**config.mk**
```make
export PLATFORM = sky130hd
export DESIGN_NAME = lpm_mode_ctrl
export DESIGN_NICKNAME = d
export VERILOG_FILES = /design/src/lpm_pkg.sv /design/src/lpm_mode_ctrl.sv /design/src/lpm_settle_timer.sv
export VERILOG_INCLUDE_DIRS = /design/src
export SDC_FILE = /design/constraint.sdc
export NUM_CORES = 1
export LEC_CHECK = 0
export BUFFER_PORTS_ARGS = -buffer_cell sky130_fd_sc_hd__buf_2
export CAP_MARGIN = 15
export CELL_PAD_IN_SITES_DETAIL_PLACEMENT = 0
export CELL_PAD_IN_SITES_GLOBAL_PLACEMENT = 2
export CORE_ASPECT_RATIO = 1.2
export CORE_MARGIN = 2
export CORE_UTILIZATION = 30
export DETAILED_ROUTE_END_ITERATION = 6
export MAX_ROUTING_LAYER = met4
export PLACE_DENSITY = 0.69
export SYNTH_ARGS = -nofsm -noshare
export SYNTH_HDL_FRONTEND = slang
export SYNTH_SLANG_ARGS = --single-unit
```
**constraint.sdc**
```tcl
create_clock -name clock_i -period 3.1 [get_ports clock_i]
set_clock_uncertainty 0.05 [all_clocks]
set_input_delay 0.62 -clock clock_i [delete_from_list [all_inputs] [get_ports clock_i]]
set_output_delay 0.62 -clock clock_i [all_outputs]
set_load 0.005 [all_outputs]
```
**src/lpm_defs.svh**
```systemverilog
// constants for the low-power mode controller
`ifndef LPM_DEFS_SVH
`define LPM_DEFS_SVH
`define LPM_ADDR_W 4
`define LPM_DATA_W 8
`define LPM_REG_CTRL 4'h0
`define LPM_REG_STAT 4'h1
`define LPM_CTRL_SLEEP_DEPTH 0
`define LPM_CTRL_SUB_HALT 1
`define LPM_CTRL_LOW_SPEED 2
`define LPM_CTRL_DIRECT 3
`define LPM_STAT_RAM_VALID 6
`define LPM_CTRL_RESET 4'h0
`define LPM_SETTLE_TIME_NS 122070
`define LPM_CLK_PERIOD_NS 4
`define LPM_SETTLE_CYCLES ((`LPM_SETTLE_TIME_NS + `LPM_CLK_PERIOD_NS - 1) / `LPM_CLK_PERIOD_NS)
`define LPM_CNT_W 16
`endif

```
**src/lpm_pkg.sv**
```systemverilog
// types for the low-power mode controller
package lpm_pkg;
  typedef enum logic [5:0] {
    LPM_ACTIVE    = 6'h01,
    LPM_STANDBY   = 6'h02,
    LPM_STOP      = 6'h04,
    LPM_WATCH     = 6'h08,
    LPM_SUBACTIVE = 6'h10,
    LPM_WAKE      = 6'h20
  } lpm_mode_t;

  typedef struct packed {
    logic sys_osc;
    logic sub_osc;
    logic cpu_clk;
    logic periph_rst;
    logic timer_a;
    logic timer_bcd;
    logic serial;
    logic serial_irq;
    logic adc;
    logic lcd;
    logic pins_hiz;
    logic io_hold;
  } lpm_gate_t;

  typedef struct packed {
    logic sleep_depth_select;
    logic subclock_halt_select;
    logic low_speed_wake_select;
    logic direct_wake_select;
  } lpm_ctrl_t;
endpackage : lpm_pkg

```
**src/lpm_mode_ctrl.sv**
```systemverilog
// operating-mode controller: active, standby, stop, watch and subactive
`timescale 1ns/1ps
`default_nettype none
`include "lpm_defs.svh"
module lpm_mode_ctrl #(
  parameter bit SUBACTIVE_EN = 1'b1,
  parameter int unsigned SETTLE_CYCLES = `LPM_SETTLE_CYCLES
) (
  input wire logic clock_i,
  input wire logic reset_i,
  input wire logic clk_en_i,
  input wire logic standby_instr_i,
  input wire logic stop_instr_i,
  input wire logic global_irq_enable_i,
  input wire logic unmasked_irq_pending_i,
  input wire logic irq_request_i,
  input wire logic timer_a_irq_i,
  input wire logic frame_strobe_i,
  input wire logic lcd_on_subclock_i,
  input wire logic ext_irq_zero_pin_n_i,
  input wire logic halt_release_pin_n_i,
  input wire logic [`LPM_ADDR_W-1:0] reg_addr_i,
  input wire logic [`LPM_DATA_W-1:0] reg_wdata_i,
  input wire logic reg_wr_i,
  input wire logic reg_rd_i,
  output logic [`LPM_DATA_W-1:0] reg_rdata_o,
  output lpm_pkg::lpm_mode_t mode_o,
  output lpm_pkg::lpm_gate_t gate_o,
  output logic instr_nop_o,
  output logic cpu_restart_o,
  output logic core_state_lost_o,
  output logic ram_valid_flag_o
);
  lpm_pkg::lpm_mode_t state_q;
  lpm_pkg::lpm_mode_t state_d;
  lpm_pkg::lpm_ctrl_t ctrl_q;
  lpm_pkg::lpm_gate_t gate_d;
  logic [1:0] rel_sync_q;
  logic [1:0] ext_irq_zero_pin_sync_q;
  logic ext_irq_zero_pin_sample_q;
  logic ext_irq_zero_pin_armed_q;
  logic from_stop_q;
  logic settle_start;
  logic settle_busy;
  logic settle_done;
  logic sleep_req;
  logic nop_now;
  logic ext_irq_zero_pin_fire;
  logic wake_evt;
  logic release_req;
  logic wake_from_stop;

  // both pins arrive from outside the clock domain
  always_ff @(posedge clock_i or posedge reset_i) begin
    if (reset_i) begin
      rel_sync_q <= 2'h3;
      ext_irq_zero_pin_sync_q <= 2'h3;
    end else if (clk_en_i) begin
      rel_sync_q <= {rel_sync_q[0], halt_release_pin_n_i};
      ext_irq_zero_pin_sync_q <= {ext_irq_zero_pin_sync_q[0], ext_irq_zero_pin_n_i};
    end
  end

  assign release_req = ~rel_sync_q[1];
  assign sleep_req = standby_instr_i | stop_instr_i;
  assign nop_now = sleep_req & ~global_irq_enable_i & unmasked_irq_pending_i;

  // the external interrupt is seen only at frame strobes, so a pulse that spans
  // no strobe is missed; the edge counts from the second strobe after it
  always_ff @(posedge clock_i or posedge reset_i) begin
    if (reset_i) begin
      ext_irq_zero_pin_sample_q <= 1'b1;
      ext_irq_zero_pin_armed_q <= 1'b0;
    end else if (clk_en_i) begin
      if (state_q != lpm_pkg::LPM_WATCH) begin
        ext_irq_zero_pin_sample_q <= ext_irq_zero_pin_sync_q[1];
        ext_irq_zero_pin_armed_q <= 1'b0;
      end else if (frame_strobe_i) begin
        ext_irq_zero_pin_sample_q <= ext_irq_zero_pin_sync_q[1];
        ext_irq_zero_pin_armed_q <= ext_irq_zero_pin_sample_q & ~ext_irq_zero_pin_sync_q[1];
      end
    end
  end

  assign ext_irq_zero_pin_fire = ext_irq_zero_pin_armed_q & frame_strobe_i;
  assign wake_evt = ext_irq_zero_pin_fire | timer_a_irq_i;
  // from_stop_q only rises with the wake edge itself, so the stop state counts too
  assign wake_from_stop = from_stop_q | (state_q == lpm_pkg::LPM_STOP);

  always_comb begin
    state_d = state_q;
    settle_start = 1'b0;
    unique case (state_q)
      lpm_pkg::LPM_ACTIVE: begin
        if (sleep_req & ~nop_now) begin
          if (standby_instr_i) begin
            state_d = lpm_pkg::LPM_STANDBY;
          end else if (ctrl_q.sleep_depth_select) begin
            state_d = lpm_pkg::LPM_WATCH;
          end else begin
            state_d = lpm_pkg::LPM_STOP;
          end
        end
      end
      lpm_pkg::LPM_STANDBY: begin
        if (irq_request_i) begin
          state_d = lpm_pkg::LPM_ACTIVE;
        end
      end
      lpm_pkg::LPM_STOP: begin
        if (release_req) begin
          state_d = lpm_pkg::LPM_WAKE;
          settle_start = 1'b1;
        end
      end
      lpm_pkg::LPM_WATCH: begin
        if (wake_evt) begin
          if (SUBACTIVE_EN && ctrl_q.low_speed_wake_select) begin
            state_d = lpm_pkg::LPM_SUBACTIVE;
          end else begin
            state_d = lpm_pkg::LPM_WAKE;
            settle_start = 1'b1;
          end
        end
      end
      lpm_pkg::LPM_SUBACTIVE: begin
        if (sleep_req & ~nop_now) begin
          if (~ctrl_q.low_speed_wake_select & ctrl_q.direct_wake_select) begin
            state_d = lpm_pkg::LPM_WAKE;
            settle_start = 1'b1;
          end else begin
            state_d = lpm_pkg::LPM_WATCH;
          end
        end
      end
      lpm_pkg::LPM_WAKE: begin
        if (settle_done) begin
          state_d = lpm_pkg::LPM_ACTIVE;
        end
      end
      default: begin
        state_d = lpm_pkg::LPM_ACTIVE;
      end
    endcase
  end

  // reset lands here from any mode, standby included
  always_ff @(posedge clock_i or posedge reset_i) begin
    if (reset_i) begin
      state_q <= lpm_pkg::LPM_ACTIVE;
    end else if (clk_en_i) begin
      state_q <= state_d;
    end
  end

  lpm_settle_timer #(
    .CYCLES(SETTLE_CYCLES)
  ) u_settle (
    .clock_i(clock_i),
    .reset_i(reset_i),
    .clk_en_i(clk_en_i),
    .start_i(settle_start),
    .busy_o(settle_busy),
    .done_o(settle_done)
  );

  always_comb begin
    gate_d = '0;
    unique case (state_d)
      lpm_pkg::LPM_ACTIVE: begin
        gate_d = '1;
        gate_d.periph_rst = 1'b0;
        gate_d.pins_hiz = 1'b0;
        gate_d.io_hold = 1'b0;
      end
      lpm_pkg::LPM_STANDBY: begin
        gate_d = '1;
        gate_d.cpu_clk = 1'b0;
        gate_d.periph_rst = 1'b0;
        gate_d.pins_hiz = 1'b0;
      end
      lpm_pkg::LPM_STOP: begin
        gate_d.sub_osc = ~ctrl_q.subclock_halt_select;
        gate_d.periph_rst = 1'b1;
        gate_d.pins_hiz = 1'b1;
      end
      lpm_pkg::LPM_WATCH: begin
        gate_d.sub_osc = 1'b1;
        gate_d.timer_a = 1'b1;
        gate_d.lcd = lcd_on_subclock_i;
        gate_d.serial = 1'b1;
        gate_d.io_hold = 1'b1;
      end
      lpm_pkg::LPM_SUBACTIVE: begin
        gate_d = '1;
        gate_d.sys_osc = 1'b0;
        gate_d.adc = 1'b0;
        gate_d.periph_rst = 1'b0;
        gate_d.pins_hiz = 1'b0;
        gate_d.io_hold = 1'b0;
      end
      lpm_pkg::LPM_WAKE: begin
        // both oscillators run; reset, high-z, hold, timer and lcd follow stop, else watch with serial off
        gate_d.sys_osc = 1'b1;
        gate_d.sub_osc = 1'b1;
        gate_d.periph_rst = wake_from_stop;
        gate_d.pins_hiz = wake_from_stop;
        gate_d.io_hold = ~wake_from_stop;
        gate_d.timer_a = ~wake_from_stop;
        gate_d.lcd = ~wake_from_stop & lcd_on_subclock_i;
      end
      default: begin
        gate_d = '0;
      end
    endcase
  end

  always_ff @(posedge clock_i or posedge reset_i) begin
    if (reset_i) begin
      gate_o <= '0;
      mode_o <= lpm_pkg::LPM_ACTIVE;
    end else if (clk_en_i) begin
      gate_o <= gate_d;
      mode_o <= state_d;
    end
  end

  always_ff @(posedge clock_i or posedge reset_i) begin
    if (reset_i) begin
      from_stop_q <= 1'b0;
      ram_valid_flag_o <= 1'b0;
      cpu_restart_o <= 1'b0;
      core_state_lost_o <= 1'b0;
      instr_nop_o <= 1'b0;
    end else if (clk_en_i) begin
      instr_nop_o <= nop_now & (state_q == lpm_pkg::LPM_ACTIVE || state_q == lpm_pkg::LPM_SUBACTIVE);
      cpu_restart_o <= 1'b0;
      if (state_q == lpm_pkg::LPM_STOP && release_req) begin
        from_stop_q <= 1'b1;
        ram_valid_flag_o <= 1'b1;
      end else if (state_q == lpm_pkg::LPM_WAKE && settle_done) begin
        from_stop_q <= 1'b0;
        cpu_restart_o <= from_stop_q;
        core_state_lost_o <= from_stop_q;
      end else if (state_q == lpm_pkg::LPM_ACTIVE && sleep_req && !nop_now) begin
        core_state_lost_o <= 1'b0;
      end
    end
  end

  // direct select may only be set in subactive and is forced clear in active
  always_ff @(posedge clock_i or posedge reset_i) begin
    if (reset_i) begin
      ctrl_q <= `LPM_CTRL_RESET;
    end else if (clk_en_i) begin
      if (reg_wr_i && reg_addr_i == `LPM_REG_CTRL) begin
        ctrl_q.sleep_depth_select <= reg_wdata_i[`LPM_CTRL_SLEEP_DEPTH];
        ctrl_q.subclock_halt_select <= reg_wdata_i[`LPM_CTRL_SUB_HALT];
        ctrl_q.low_speed_wake_select <= reg_wdata_i[`LPM_CTRL_LOW_SPEED];
        ctrl_q.direct_wake_select <= reg_wdata_i[`LPM_CTRL_DIRECT] & (state_q == lpm_pkg::LPM_SUBACTIVE);
      end else if (state_q == lpm_pkg::LPM_ACTIVE) begin
        ctrl_q.direct_wake_select <= 1'b0;
      end
    end
  end

  always_ff @(posedge clock_i or posedge reset_i) begin
    if (reset_i) begin
      reg_rdata_o <= '0;
    end else if (clk_en_i) begin
      reg_rdata_o <= '0;
      if (reg_rd_i) begin
        if (reg_addr_i == `LPM_REG_CTRL) begin
          // bit order follows the write decode, not the struct packing
          reg_rdata_o[`LPM_CTRL_SLEEP_DEPTH] <= ctrl_q.sleep_depth_select;
          reg_rdata_o[`LPM_CTRL_SUB_HALT] <= ctrl_q.subclock_halt_select;
          reg_rdata_o[`LPM_CTRL_LOW_SPEED] <= ctrl_q.low_speed_wake_select;
          reg_rdata_o[`LPM_CTRL_DIRECT] <= ctrl_q.direct_wake_select;
        end else if (reg_addr_i == `LPM_REG_STAT) begin
          reg_rdata_o <= {1'b0, ram_valid_flag_o, state_q};
        end
      end
    end
  end
endmodule : lpm_mode_ctrl
`default_nettype wire

```
**src/lpm_settle_timer.sv**
```systemverilog
// oscillator settling timer: one done pulse a fixed count after start
`timescale 1ns/1ps
`default_nettype none
`include "lpm_defs.svh"
module lpm_settle_timer #(
  parameter int unsigned CYCLES = `LPM_SETTLE_CYCLES
) (
  input wire logic clock_i,
  input wire logic reset_i,
  input wire logic clk_en_i,
  input wire logic start_i,
  output logic busy_o,
  output logic done_o
);
  logic [`LPM_CNT_W-1:0] cnt_q;

  always_ff @(posedge clock_i or posedge reset_i) begin
    if (reset_i) begin
      cnt_q <= '0;
      busy_o <= 1'b0;
      done_o <= 1'b0;
    end else if (clk_en_i) begin
      done_o <= 1'b0;
      if (start_i) begin
        cnt_q <= `LPM_CNT_W'(CYCLES - 1);
        busy_o <= 1'b1;
      end else if (busy_o) begin
        if (cnt_q == '0) begin
          busy_o <= 1'b0;
          done_o <= 1'b1;
        end else begin
          cnt_q <= cnt_q - `LPM_CNT_W'(1);
        end
      end
    end
  end
endmodule : lpm_settle_timer
`default_nettype wire

```
Yosys cells after proc, flatten, opt, wreduce, memory -nomap -nowiden
Index checks and enable logic that the tools add are counted.
Operators by class
  multiplexer cells: 52
  add/sub/neg operators: 1
  bitwise logic cells: 20
  reduce and logical (&&, ||, !) cells: 28
  equal/unequal tests: 15
Operator list (count)
  $mux 16: 3
  $mux 6: 8
  $pmux 6 s6: 1
  $mux 1: 27
  $logic_not 16->1: 1
  $mux 4: 4
  $sub 16x1->16 const B: 1
  $eq 6x1->1 const B: 2
  $eq 6x2->1 const B: 2
  $eq 6x3->1 const B: 2
  $eq 6x4->1 const B: 2
  $eq 6x5->1 const B: 2
  $eq 6x6->1 const B: 2
  $reduce_and 2->1: 5
  $reduce_bool 2->1: 5
  $and 1x1->1: 9
  $mux 8: 1
  $not 1->1: 8
  $pmux 1 s2: 4
  $mux 7: 1
  $ne 6x4->1 const B: 1
  $pmux 1 s3: 2
  $reduce_and 3->1: 2
  $reduce_or 2->1: 3
  11 further kinds: 18
Storage, ports and cells
  flip-flop bits (word level): 58
  bits of input ports: 27
  output and inout port bits: 30
  word-level logic and storage cells: 145

Longest topological paths before layout
  word-level depth: 10
  mapped depth: 7
  depth with buffers taken out: 7

By module
Synthesis repeated with hierarchy kept, for this count alone.
Unflattened totals
  cell total of the unflattened synthesis: 307
  area total of the unflattened synthesis: 3002.9 µm²
By module, submodules not included
  lpm_mode_ctrl: cells an instance 193, sequential area each 958.4 µm², instances 1, area each 1946.9 µm²
  lpm_settle_timer: cells an instance 114, sequential area each 450.4 µm², instances 1, area each 1056.0 µm²

Least setup slack after synthesis
No wires, ideal clock.
  path type: reg2reg
  start: register u_settle.cnt_q[8]
  end: register u_settle.cnt_q[13]
  period minus slack after synthesis: 2208 ps
  path buffers: 1
  required time: 2916 ps
  arrival: 2024 ps
  stages on the path, launching flop included: 8
  setup slack: 892 ps
  setup time: 134 ps
  cells stage by stage: dfrtp_1 > or4_1 > buf_2 > or4_4 > o21ai_4 > nor3_1 > xnor2_1 > nand2_1
On the way
  word-level cells in the longest chain between the ends: 4
  elaborated cells on any way between the ends: 7
  those cells by class: add/sub: 1; eq/ne: 1; mux: 3; reduce/logical: 2
RTL lines
  from (decl): line lpm_settle_timer.sv:15  | logic [`LPM_CNT_W-1:0] cnt_q;
  from (signal assigned): line lpm_settle_timer.sv:25  | cnt_q <= `LPM_CNT_W'(CYCLES - 1);
  from (signal assigned): line lpm_settle_timer.sv:32  | cnt_q <= cnt_q - `LPM_CNT_W'(1);
  $sub 16x1->16: line lpm_settle_timer.sv:32
  $mux 16: line lpm_settle_timer.sv:28  | if (cnt_q == '0) begin
  $mux 16: line lpm_settle_timer.sv:27  | end else if (busy_o) begin
  $mux 16: line lpm_settle_timer.sv:24  | if (start_i) begin
Parallel ways exist; a longest one is shown, timed or not. The select of a mux whose other input is x is not followed.
A chain may end at the register's enable or synchronous reset.

==> impl.org <==
** Run status
- The flow ran to the end, and the final reports show no timing, DRC or antenna violations.

** Logic synthesis
- Counting flops with a built-in enable in the synthesized netlist gives 0.
- Most area-consuming cells after synthesis :: sky130_fd_sc_hd__dfrtp_1 (45%), sky130_fd_sc_hd__dfstp_2 (5.6%), sky130_fd_sc_hd__nor2_1 (3.9%)
- Syn Area/Cell :: 10.2 µm²
- Post-synthesis async set-or-reset flop share :: 100%
- In the synthesized netlist the dominant register cell turns out to be sky130_fd_sc_hd__dfrtp_1.
- During synthesis, Yosys emitted a total of 0 warnings.
- Fraction of post-synthesis cell area in the top cell type by area :: between 40 and 50%
- Of the synthesized area, sequential elements account for 50.4%.
- Largest area contributor in the netlist :: sky130_fd_sc_hd__dfrtp_1
- Number of distinct library cell variants in the gate-level netlist after synthesis :: 62
- Summed instance area of the synthesized netlist :: 2800 µm²
- The number of nets in the synthesized netlist is 303.
- Synthesized netlist cell count :: 275
- Synthesis-stage register bit count :: between 50 and 60

** Power
- Proportion of total power due to net switching :: 31.6%
- For this design the static power due to leakage is 1.48 nW.
- Seq pwr share :: between 50% and 60%
- Net switching component of the power :: 0.651 mW
- Cell internal power was estimated by the tool at 1.41 mW.
- Worst IR drop on VDD :: between 0.2 and 0.25 mV
- Power density normalized to cell area :: between 600 and 700 nW/µm²
- Fraction of power consumed by combinational cells :: 22.6%
- The clock network accounts for 25.4% of the total power.

** Routing
- For this block, the via count after detailed routing is 2,177.
- The detail route stage leaves a number of antenna-violating nets equal to 0.
- For this run, the detailed router's first-pass iteration total came to 5.
- In the routed design, unresolved DRC markers number 0.
- Total detailed-routing wirelength :: 7.03 mm
- The first routing iteration left 78 violations.
- Avg WL per Cell :: 15.9 µm
- Using the TritonRoute via totals, the vias-per-cell ratio works out to 4.93.

** Timing
- Final setup violating endpoints :: 0
- Min Clock Period, post-route :: 2.55 ns
- For the final routed database, the setup TNS stands at 0 ns.
- Number of hold violations in the final report :: 0
- Headroom to the max-slew limit came out at 53.2%.
- At the pin with the least slew margin, the transition time is roughly 0.7 ns.
- The max-slew violation count is 0.
- Setup repair after global routing left no endpoint under its margin.
- Hold is met by 0.330 ns.
- Final Cycle Share :: 82.3%
- Maximum achievable frequency :: 392 MHz

** Clocking
- In this run the clock root is driven by a sky130_fd_sc_hd__clkbuf_8.
- Clock slew at reported path FFs :: 0.10 ns
- Hold buffer count at cts :: 0
- Post-CTS repair timing setup buffer count :: 0
- The H-tree was split into 2 levels.
- TritonCTS created 5 clock buffers.
- Post-cts gate resize count :: 0
- Clock insertion delay at the later pin of the skew report :: 0.31 ns
- The longest clock path from root to sink contains 2 buffers.
- CTS tree :: yes
- The clock net in this run drives a total of 56 sinks.

** Place
- In this run the tool buffered the top-level ports with 51 buffer cells.
- Detailed placement finished with a half-perimeter wire length of 5.06 mm.
- Routability-driven placement finished with a final weighted congestion of between 0.7 and 0.8.

** Global route
- First-pass GRT wire length :: 11.5 mm
- Number of antenna violations at the first check in global routing :: 0
- Global routing consumed, over all layers together, 14.9% of the routing resources.
- Number of global-route vias before repair :: 2,209
- Largest net degree at the start of global routing :: 43
- Total overflow reported by the global router :: 0

** Layout
- Share of cells above drive strength 1 :: 27.0%
- NumNets Final :: between 300 and 400
- Layout overhead on the synthesized area :: 17.6%
- Diodes inserted :: 0

** Setup path
- WP data required :: 3.21 ns
- Category of the most critical setup path :: reg -> reg
- In this run the worst path has a maximum fanout of 15.
- STA classifies the critical path endpoint as a register.
- Data arrival at the endpoint of the critical path :: about 2.7 ns
- Critical Path Start Type :: register

** Run
- Max cap viols :: 0

** Die
- Chip Height :: around 110 µm
- Effective utilization at floorplan :: 31.0%
- The die covers 10,100 µm².
- X dimension of the die :: around 92 µm
- The core region is ~9000 µm².
- In this run the core area contains 38 standard-cell rows.
- During I/O placement, the number of pins put on the boundary was between 50 and 60.

** Min path
- The tightest min-delay check is of the in -> async type.
## layer usage
layer,global-route usage [%],share of wire [%]
met1,18.6,45
met3,2.74,3.6
met4,3.52,0.97
met5,-,0
met2,25.4,50
## state kept, by name, indices dropped and copies added (netlist names)
signal / count
from_stop_q: 1
u_settle.busy_o: 1
rel_sync_q: 2
ext_irq_zero_pin_armed_q: 1
ram_valid_flag_o: 1
reg_rdata_o: 7
instr_nop_o: 1
mode_o: 6
gate_o: 10
u_settle.cnt_q: 16
ext_irq_zero_pin_sample_q: 1
ctrl_q: 4
u_settle.done_o: 1
core_state_lost_o: 1
cpu_restart_o: 1
ext_irq_zero_pin_sync_q: 2
## layout by cell type, fill, tap and decap left out, types with 3 or more instances in the layout
cell type                   netlist  final
sky130_fd_sc_hd__mux2_2           8      8
sky130_fd_sc_hd__nand2_1         24     24
sky130_fd_sc_hd__nand3_1          6      6
sky130_fd_sc_hd__nor4_1           5      5
sky130_fd_sc_hd__dfstp_2          6      6
sky130_fd_sc_hd__nor2_1          29     29
sky130_fd_sc_hd__buf_2            2     51
sky130_fd_sc_hd__mux2i_1          4      4
sky130_fd_sc_hd__a32o_1           4      4
sky130_fd_sc_hd__a31oi_1          4      4
sky130_fd_sc_hd__and2_1           4      4
sky130_fd_sc_hd__o21ai_0          4      4
sky130_fd_sc_hd__nor3_1           7      7
sky130_fd_sc_hd__a21oi_1         10     10
sky130_fd_sc_hd__o21ai_1          7      7
sky130_fd_sc_hd__dfrtp_1         50     50
sky130_fd_sc_hd__inv_1           11     10
sky130_fd_sc_hd__nand3b_1         4      4
sky130_fd_sc_hd__buf_4            3      5
sky130_fd_sc_hd__xor2_1           5      5
sky130_fd_sc_hd__clkbuf_8         0      7
sky130_fd_sc_hd__xnor2_1          9      9
sky130_fd_sc_hd__o2bb2ai_1        5      5
sky130_fd_sc_hd__o21a_1           3      3
## path summary, 6_finish.rpt
check                      slack, ns  depth (start not counted)                  startpoint                             to
setup / recovery                0.55                          6       mode_o[0]$_DFFE_PP1P_  u_settle.cnt_q[9]$_DFFE_PP0P_
min in group clock_i            0.45                          1  reg_rdata_o[2]$_DFFE_PP0P_     reg_rdata_o[2]$_DFFE_PP0P_
max in group asynchronous       1.97                          3                     reset_i          mode_o[0]$_DFFE_PP1P_
hold reg to reg                 0.45                          1  reg_rdata_o[2]$_DFFE_PP0P_     reg_rdata_o[2]$_DFFE_PP0P_
hold / removal                  0.33                          2                     reset_i          mode_o[5]$_DFFE_PP0P_
setup reg to reg                0.55                          6       mode_o[0]$_DFFE_PP1P_  u_settle.cnt_q[9]$_DFFE_PP0P_
## critical path, stage by stage, from the launching register on
cell,delay (ns)
sky130_fd_sc_hd__dfstp_2,0.71
sky130_fd_sc_hd__or4_4,0.20
sky130_fd_sc_hd__nor3b_2,0.04
sky130_fd_sc_hd__buf_4,0.15
sky130_fd_sc_hd__a311oi_1,0.60
sky130_fd_sc_hd__nand2b_1,0.50
sky130_fd_sc_hd__o211ai_1,0.15
## cell usage after synthesis (3+ instances only)
cell type / number
sky130_fd_sc_hd__dfrtp_1: 50
sky130_fd_sc_hd__nor2_1: 29
sky130_fd_sc_hd__nand2_1: 24
sky130_fd_sc_hd__clkbuf_1: 12
sky130_fd_sc_hd__inv_1: 11
sky130_fd_sc_hd__a21oi_1: 10
sky130_fd_sc_hd__xnor2_1: 9
sky130_fd_sc_hd__mux2_2: 8
sky130_fd_sc_hd__nor3_1: 7
sky130_fd_sc_hd__o21ai_1: 7
sky130_fd_sc_hd__dfstp_2: 6
sky130_fd_sc_hd__nand3_1: 6
sky130_fd_sc_hd__nor4_1: 5
sky130_fd_sc_hd__o2bb2ai_1: 5
sky130_fd_sc_hd__xor2_1: 5
sky130_fd_sc_hd__a31oi_1: 4
sky130_fd_sc_hd__a32o_1: 4
sky130_fd_sc_hd__and2_1: 4
sky130_fd_sc_hd__mux2i_1: 4
sky130_fd_sc_hd__nand3b_1: 4
sky130_fd_sc_hd__o21ai_0: 4
sky130_fd_sc_hd__buf_4: 3
sky130_fd_sc_hd__o21a_1: 3
## logic make-up after synthesis
family                   share of synthesized area, %
AO/OA/AOI/OAI                                    15.5
AND/OR/NAND/NOR                                  19.9
buffers and inverters                            4.25
flip-flops                                       50.4
other                                           0.134
XOR/XNOR                                         4.38
adder cells (fa/ha/maj)                         0.805
multiplexers                                     4.65
## power by group through the flow
stage	Sequential, mW	Clock, mW	Combinational [mW]
6_report	1.07	0.523	0.466
4_1_cts	1.07	0.544	0.473
2_1_floorplan	1.03	0	0.375
3_5_place_dp	1.09	0	0.470
3_3_place_gp	1.08	0	0.462
5_1_grt	1.10	0.575	0.537
## per-stage QoR
step	instance area (µm²)	util (%)	power, mW	std cells	worst slack (ns)
after floorplan	2800	-	1.40	275	0.892
after global placement	3160	35.0	1.55	434	0.579
after detailed placement	3160	35.0	1.56	434	0.544
after CTS	3290	36.4	2.09	442	0.527
after global routing	3290	36.4	2.21	442	0.404
final	3290	36.4	2.06	442	0.550
## area by class of cell
| class | count | area, µm² |
|---|---|---|
| fillers | 972 | 5750 |
| flip-flops and latches | 56 | 1410 |
| multi-input cells | 191 | 1270 |
| repair buffers | 56 | 293 |
| well taps | 120 | 150 |
| clock buffers | 7 | 96.3 |
| inverters | 11 | 41.3 |
| clock inverters | 1 | 30.0 |
Power figures use the tool's default switching activity.
